--- src/ptimer_pkg.sv ---
// Constants for the period timer: register indexes, fields and reset values
package ptimer_pkg;
  // Register indexes; byte address is four times the index
  localparam logic [9:0] IDX_INTCTL = 10'h00B;
  localparam logic [9:0] IDX_FLAGS  = 10'h00C;
  localparam logic [9:0] IDX_COUNT  = 10'h011;
  localparam logic [9:0] IDX_CTL    = 10'h012;
  localparam logic [9:0] IDX_IEN    = 10'h08C;
  localparam logic [9:0] IDX_PERIOD = 10'h092;
  // Field positions
  localparam int CTL_PRE_LSB    = 0;
  localparam int CTL_RUN_BIT    = 2;
  localparam int CTL_POST_LSB   = 3;
  localparam int FLAG_MATCH_BIT = 1;
  localparam int IEN_MATCH_BIT  = 1;
  localparam int ICTL_PERIPHERAL_IRQ_GATE_BIT  = 6;
  localparam int ICTL_GIE_BIT   = 7;
  // Reset values
  localparam logic [6:0] CTL_RST    = 7'h00;
  localparam logic [7:0] COUNT_RST  = 8'h00;
  localparam logic [7:0] PERIOD_RST = 8'hFF;
  // Prescaler terminal counts for 1:1, 1:4, 1:16
  localparam logic [3:0] PRE_LIM_1  = 4'h0;
  localparam logic [3:0] PRE_LIM_4  = 4'h3;
  localparam logic [3:0] PRE_LIM_16 = 4'hF;
endpackage

--- src/scaler_if.sv ---
// Signals between the timer core and its prescaler/postscaler
interface scaler_if;
  logic       ce;
  logic       clr;
  logic       run;
  logic [1:0] pre_sel;
  logic [3:0] post_sel;
  logic       match;
  logic       tick;
  logic       post_out;
  modport timer  (output ce, clr, run, pre_sel, post_sel, match, input tick, post_out);
  modport scaler (input ce, clr, run, pre_sel, post_sel, match, output tick, post_out);
endinterface

--- src/period_timer_with_scalers.sv ---
// Period timer with prescaler, postscaler, APB registers and interrupt
//
// Contract
// The postscale select field divides match events by its value plus one, 1:1 up to 1:16.
// The control register at index 12h reads bit 7 as zero and its other seven bits reset to zero.
// Unimplemented bits in the timer's registers read zero and ignore writes.
// Every reset loads the counter with zero and the period with all ones.
// The counter and its match act as the PWM time base of the capture/compare/PWM unit.
// The timer counts only while the run bit is set.
// The prescale select field divides the instruction clock by 1, 4 or 16.
// The counter runs from zero up to the period, then returns to zero with one match event.
// The postscaler output sets the sticky match flag, which stays until software clears it.
// Counter and control writes clear both scalers, and a control write leaves the counter alone; a prescaler tick in that cycle still moves the counter.
//
// Added by the designer: the APB interface to the registers.
module period_timer_with_scalers
  import ptimer_pkg::*;
(
  // Clock, reset, clock enable
  input  wire logic        core_clk,
  input  wire logic        rstn,
  input  wire logic        clk_en,
  // APB slave
  input  wire logic        psel,
  input  wire logic        penable,
  input  wire logic        pwrite,
  input  wire logic [11:0] paddr,
  input  wire logic [31:0] pwdata,
  output      logic [31:0] prdata,
  output      logic        pready,
  output      logic        pslverr,
  // Interrupt and PWM time base
  output      logic        irq,
  output      logic [7:0]  timebase_count,
  output      logic        timebase_match
);

  logic        rst_meta_q;
  logic        rst_n_q;
  logic [6:0]  ctl_q;
  logic [7:0]  count_q;
  logic [7:0]  period_q;
  logic        flag_q;
  logic        match_ie_q;
  logic        gie_q;
  logic        peripheral_irq_gate_q;
  logic        match_q;
  logic        irq_q;
  logic        pready_q;
  logic        pslverr_q;
  logic [31:0] prdata_q;

  // Reset released through two flops
  always_ff @(posedge core_clk or negedge rstn) begin
    if (!rstn) begin
      rst_meta_q <= 1'b0;
      rst_n_q    <= 1'b0;
    end else begin
      rst_meta_q <= 1'b1;
      rst_n_q    <= rst_meta_q;
    end
  end

  function automatic logic reg_hit(input logic [9:0] a, input logic [9:0] r);
    return a == r;
  endfunction

  wire [9:0] reg_idx   = paddr[11:2];
  wire       hit_ictl  = reg_hit(reg_idx, IDX_INTCTL);
  wire       hit_flags = reg_hit(reg_idx, IDX_FLAGS);
  wire       hit_cnt   = reg_hit(reg_idx, IDX_COUNT);
  wire       hit_ctl   = reg_hit(reg_idx, IDX_CTL);
  wire       hit_ien   = reg_hit(reg_idx, IDX_IEN);
  wire       hit_per   = reg_hit(reg_idx, IDX_PERIOD);
  wire       hit_any   = hit_ictl | hit_flags | hit_cnt | hit_ctl | hit_ien | hit_per;

  // One wait state: data is loaded on the same edge that raises pready
  wire acc       = psel & penable & clk_en;
  wire rd_load   = acc & ~pready_q;
  wire wr_take   = acc & pready_q & pwrite & hit_any;
  wire wr_ictl   = wr_take & hit_ictl;
  wire wr_flags  = wr_take & hit_flags;
  wire wr_cnt    = wr_take & hit_cnt;
  wire wr_ctl    = wr_take & hit_ctl;
  wire wr_ien    = wr_take & hit_ien;
  wire wr_per    = wr_take & hit_per;

  // unimplemented bits read zero
  wire [7:0] rd_byte =
    hit_ictl  ? {gie_q, peripheral_irq_gate_q, 6'h00} :
    hit_flags ? {6'h00, flag_q, 1'b0} :
    hit_cnt   ? count_q :
    hit_ctl   ? {1'b0, ctl_q} :
    hit_ien   ? {6'h00, match_ie_q, 1'b0} :
    hit_per   ? period_q : 8'h00;

  always_ff @(posedge core_clk or negedge rst_n_q) begin
    if (!rst_n_q) begin
      pready_q  <= 1'b0;
      pslverr_q <= 1'b0;
      prdata_q  <= 32'h0000_0000;
    end else if (clk_en) begin
      // Pready stands through a stall, so stalls belong before the answer
      pready_q <= psel & penable & ~pready_q;
      if (rd_load) begin
        pslverr_q <= ~hit_any;
        prdata_q  <= {24'h00_0000, rd_byte};
      end
    end
  end

  // Scalers
  scaler_if sc ();
  assign sc.ce       = clk_en;
  // scaler clear on counter or control write
  assign sc.clr      = wr_ctl | wr_cnt;
  assign sc.run      = ctl_q[CTL_RUN_BIT];
  assign sc.pre_sel  = ctl_q[CTL_PRE_LSB +: 2];
  assign sc.post_sel = ctl_q[CTL_POST_LSB +: 4];
  assign sc.match    = match_q;

  timer_scalers u_scalers (
    .core_clk (core_clk),
    .rst_n    (rst_n_q),
    .sc       (sc)
  );

  // control register, seven bits
  always_ff @(posedge core_clk or negedge rst_n_q) begin
    if (!rst_n_q) begin
      ctl_q      <= CTL_RST;
      // period reset to all ones
      period_q   <= PERIOD_RST;
      match_ie_q <= 1'b0;
      gie_q      <= 1'b0;
      peripheral_irq_gate_q     <= 1'b0;
    end else if (clk_en) begin
      if (wr_ctl) begin
        ctl_q <= pwdata[6:0];
      end
      if (wr_per) begin
        period_q <= pwdata[7:0];
      end
      if (wr_ien) begin
        match_ie_q <= pwdata[IEN_MATCH_BIT];
      end
      if (wr_ictl) begin
        gie_q  <= pwdata[ICTL_GIE_BIT];
        peripheral_irq_gate_q <= pwdata[ICTL_PERIPHERAL_IRQ_GATE_BIT];
      end
    end
  end

  wire       at_period = (count_q == period_q);
  wire [7:0] count_inc = count_q + 8'h01;

  // count up to period, wrap with a match
  always_ff @(posedge core_clk or negedge rst_n_q) begin
    if (!rst_n_q) begin
      // counter reset to zero
      count_q <= COUNT_RST;
      match_q <= 1'b0;
    end else if (clk_en) begin
      match_q <= sc.tick & at_period & ~wr_cnt;
      // Software write beats an increment in the same cycle
      if (wr_cnt) begin
        count_q <= pwdata[7:0];
      end else if (sc.tick) begin
        count_q <= at_period ? COUNT_RST : count_inc;
      end
    end
  end

  // sticky flag, set beats write-one clear
  wire flag_clr = wr_flags & pwdata[FLAG_MATCH_BIT];

  always_ff @(posedge core_clk or negedge rst_n_q) begin
    if (!rst_n_q) begin
      flag_q <= 1'b0;
      irq_q  <= 1'b0;
    end else if (clk_en) begin
      flag_q <= sc.post_out | (flag_q & ~flag_clr);
      irq_q  <= flag_q & match_ie_q & peripheral_irq_gate_q & gie_q;
    end
  end

  assign prdata  = prdata_q;
  assign pready  = pready_q;
  assign pslverr = pslverr_q;
  assign irq     = irq_q;
  // PWM time base taken from the counter
  assign timebase_count = count_q;
  assign timebase_match = match_q;
endmodule

--- src/timer_scalers.sv ---
// Prescaler and postscaler counters of the period timer
module timer_scalers
  import ptimer_pkg::*;
(
  // Clock and synchronised reset
  input wire logic core_clk,
  input wire logic rst_n,
  // Timer side
  scaler_if.scaler sc
);

  logic [3:0] pre_q;
  logic [3:0] post_q;

  function automatic logic [3:0] pre_limit(input logic [1:0] sel);
    return sel[1] ? PRE_LIM_16 : (sel[0] ? PRE_LIM_4 : PRE_LIM_1);
  endfunction

  wire [3:0] lim     = pre_limit(sc.pre_sel);
  wire       post_hit = (post_q == sc.post_sel);

  // divide by 1, 4 or 16
  assign sc.tick = sc.run & (pre_q == lim);
  // every (select+1)th match
  assign sc.post_out = sc.match & ~sc.clr & post_hit;

  // counters cleared by writes
  always_ff @(posedge core_clk or negedge rst_n) begin
    if (!rst_n) begin
      pre_q  <= 4'h0;
      post_q <= 4'h0;
    end else if (sc.ce) begin
      if (sc.clr) begin
        pre_q  <= 4'h0;
        post_q <= 4'h0;
      end else begin
        // prescaler holds while stopped
        if (sc.run) begin
          pre_q <= sc.tick ? 4'h0 : pre_q + 4'h1;
        end
        if (sc.match) begin
          post_q <= post_hit ? 4'h0 : post_q + 4'h1;
        end
      end
    end
  end
endmodule

--- config.mk ---
export PLATFORM = sky130hd
export DESIGN_NAME = period_timer_with_scalers
export DESIGN_NICKNAME = d
export VERILOG_FILES = /design/src/ptimer_pkg.sv /design/src/scaler_if.sv /design/src/period_timer_with_scalers.sv /design/src/timer_scalers.sv
export SDC_FILE = /design/constraint.sdc
export NUM_CORES = 1
export LEC_CHECK = 0
export CELL_PAD_IN_SITES_DETAIL_PLACEMENT = 0
export CELL_PAD_IN_SITES_GLOBAL_PLACEMENT = 1
export CORE_MARGIN = 2
export CORE_UTILIZATION = 51
export CTS_CLUSTER_SIZE = 10
export DETAILED_ROUTE_END_ITERATION = 6
export DONT_BUFFER_PORTS = 1
export GPL_TIMING_DRIVEN = 0
export PLACE_DENSITY_LB_ADDON = 0.1
export SETUP_SLACK_MARGIN = 0.2
export SYNTH_ARGS = -nofsm -noshare
export SYNTH_HDL_FRONTEND = slang
export SYNTH_HIERARCHICAL = 1
export SYNTH_SLANG_ARGS = --single-unit
--- constraint.sdc ---
create_clock -name core_clk -period 4.2 [get_ports core_clk]
set_input_delay 0.21 -clock core_clk [delete_from_list [all_inputs] [get_ports core_clk]]
set_output_delay 0.21 -clock core_clk [all_outputs]
set_load 0.01 [all_outputs]
==> impl_metrics.py <==
metrics = {
    "outcome": {
        "status": "finished clean",
    },
    "worst_setup_path": {
        "required_ns": 4.44,
        "cp_cell_sequence": "or4_4, a221oi_4, nand2_1, nor3_1, nand3_1, or4_1, nand3_1",
        "crit_buf_inv": 0,
        "critPathKind": "flop to flop",
        "startpoint_type": "flop",
        "worstPathArrival_ns": 3.21,
        "end_kind": "flop",
        "slowest_stage": "or4_4",
        "cp_top_family": "simple AND/OR/NAND/NOR gates",
        "cp_common_cell": "nand3_1",
        "cp_max_fo": 9,
        "cpPeakStageDelay_ns": 0.56,
    },
    "final_layout": {
        "syn2layout_area_growth_pct": 10.24,
        "final_nets": 379,
        "n_antenna_cell": 0,
        "fin_area_um2": 3273,
        "drive_gt1_share_pct": 23.55,
    },
    "clock_network": {
        "cts_inserted_buffers": 5,
        "root_buffer": "clkbuf_8",
        "cts.clk_slew.worst_paths_ns": 0.10,
        "cts-resized-gates": 0,
        "clk_path_buf_depth": 2,
        "clock-sinks": 49,
        "clk_latency_ns": 0.31,
        "cts_max_level": 2,
        "tritoncts": "yes",
        "cts_setup_buffers": 0,
    },
    "yosys": {
        "synth-edff-count": 0,
        "syn_inst": 293,
        "synth.top_cell.area_share_pct": 34.56,
        "syn-cell-area_um2": 2969,
        "syn_avg_cell_area_um2": 10.13,
        "ys.flop_type": "dfrtp_1",
        "ys_seq_area_share_pct": 41.64,
        "yosys_warnings": 6,
        "synth_area_leaders": "dfrtp_1 (35%), mux2_2 (7.2%), dfstp_2 (7.1%)",
        "ys_ff_latch": 49,
        "async_reset_ff_share_pct": 100.0,
        "yosys.area.top_type": "dfrtp_1",
        "ys_types": 58,
    },
    "global_routing": {
        "antenna_found_initial": 0,
        "grt_use_met1_pct": 31.40,
        "grt_max_degree": 31,
        "grt_pass1_wl_um": 11100,
        "grt-busiest-layer": "met2",
        "grt_overflow_total": 0,
        "grt_pass1_vias": 2145,
        "grtUsageTotal_pct": 22.73,
        "use_met2_pct": 35.50,
        "grt_use_met3_pct": 5.618,
    },
    "route": {
        "first_pass_iters": 5,
        "wire_per_inst_um": 17.39,
        "drt-initial-drc-count": 257,
        "antenna_left": 0,
        "vias_per_cell": 5.719,
        "wirelength_um": 6939,
        "drc": 0,
        "vias": 2282,
    },
    "timing": {
        "clock_skew_ns": 0.01682,
        "min_period_ns": 2.972,
        "max_freq_mhz": 336.4,
        "rsz0062_at_grt": "no",
        "finalSetupViolations": 0,
        "post-route-period-util_pct": 70.77,
        "worstMarginPinSlew_ns": 0.7663,
        "finalHoldViolCount": 0,
        "slew_viol_final": 0,
        "fin_tns_setup_ns": 0,
        "worst_slack_ns": 1.228,
        "timing.hold.ws_ns": 0.03632,
        "max_slew_margin_pct": 48.91,
    },
    "power": {
        "power_density_nw_per_um2": 252.6,
        "ir_worst_vdd_mv": 0.1683,
        "p_leak_uw": 0.001534,
    },
    "place": {
        "hpwl_um": 5183,
        "gp_congestion": 0.8093,
        "place_ws_ns": 1.293,
        "dpl_cell_area_um2": 3167,
        "portBuffers": 0,
    },
    "die": {
        "dieArea_um2": 6448,
        "die_w_um": 80.30,
        "ios": 94,
        "coreArea_um2": 5574,
        "initial_utilization_pct": 53.27,
        "std_cell_rows": 27,
        "die_h_um": 80.30,
    },
    "worst_hold_path": {
        "hp-class": "input pin to flop",
    },
    "job": {
        "cap_viol_max_count": 0,
    },
}
-- through the flow --
stage,power [uW],util (%),cells
3_3_place_gp,553.8,56.43,388
2_1_floorplan,545.3,-,316
4_1_cts,831.3,58.72,399
6_report,826.7,58.72,399
3_5_place_dp,556.7,56.81,389
5_1_grt,859.8,58.72,399
-- Yosys cell counts, types with 3 or more instances --
library cell and instances:
a31oi_1 3, a21oi_1 5, nand4_1 8, nand3_1 12
and3_1 4, a22o_1 8, a21o_1 4, o21ai_0 13
ha_1 3, nor2b_1 3, mux2_2 19, inv_1 5
nor3b_1 6, xor2_1 9, nand2b_1 3, nor3_1 5
xnor2_1 4, buf_2 3, nand2_1 30, or4_1 3
a221o_1 4, mux2i_1 7, dfstp_2 8, dfrtp_1 41
nor2_1 10, nor4_1 4, o31ai_1 6, buf_4 25
-- final timing paths --
path	slack [ns]	cells after the start	endpoint	from
min in group asynchronous	0.14	1	rst_meta_q	rstn
hold / removal	0.04	2	timebase_count[7]	pwdata[7]
setup / recovery	1.23	7	timebase_count[7]	ctl_q[1]
hold reg to reg	0.20	0	timebase_count[3]	rst_n_q
setup reg to reg	1.23	7	timebase_count[7]	ctl_q[1]
max in group asynchronous	3.41	1	period_q[2]	rst_n_q
-- routing by layer --
metal,wire [um],up-vias
li1,-,1089
met1,3070,1085
met2,3240,102
met3,567,6
met4,61,0
met5,0,-
-- registers in the layout, summed over array words and instances, names as in the netlist, 4 cells and up --
| name | flops |
|---|---|
| period_q | 8 |
| prdata | 8 |
| timebase_count | 8 |
| ctl_q | 7 |
| u_scalers/post_q | 4 |
| u_scalers/pre_q | 4 |
-- cell type report --
type | count | area, um^2
buffer | 33 | 236.5
clock buffer | 5 | 68.82
clock inverter | 3 | 17.52
fill | 507 | 2301
inverter | 5 | 18.77
multi-input combinational | 229 | 1564
sequential | 49 | 1237
tap | 72 | 90.09
timing repair buffer | 3 | 40.04
-- cell usage in the layout (no fill, tap or decap), types with 3 or more instances in the layout --
master / n
and3_1: 4
o31ai_1: 6
mux2i_1: 7
a22o_1: 8
nand2b_1: 3
nor3_1: 5
clkbuf_8: 5
a21oi_1: 5
dfstp_2: 8
nand4_1: 8
inv_1: 5
xor2_1: 9
a21o_1: 4
xnor2_1: 4
nor2_1: 10
buf_2: 3
dfrtp_1: 40
buf_4: 25
mux2_2: 19
a221o_1: 4
nand3_1: 12
ha_1: 3
o21ai_0: 13
nor3b_1: 6
nand2_1: 30
nor4_1: 4
a31oi_1: 3
or4_1: 3
conb_1: 25
nor2b_1: 3
-- where the power goes --
group          leakage, uW  total [uW]  switching, uW  internal [uW]
sequential        0.000629         488           10.1            478
clock            0.0000439         277            162            115
combinational     0.000862        61.9           33.2           28.7
total              0.00153         827            205            622
-- what timing repair did --
item                                    4_1_cts  5_1_grt
hold buffers                                  2        0
endpoints found under the setup margin        0        0
hold endpoints to repair                      3        0
-- cells by family after synthesis --
logic type               Yosys count  synth area share, %
AO/OA/AOI/OAI                     56                13.86
XOR/XNOR                          13                3.835
adder cells (fa/ha/maj)            3                1.264
buffers and inverters             38                8.597
flip-flops                        49                41.63
multiplexers                      26                9.566
other                              2               0.2529
AND/OR/NAND/NOR                  106                20.99
(Power assumes the default switching activity.)
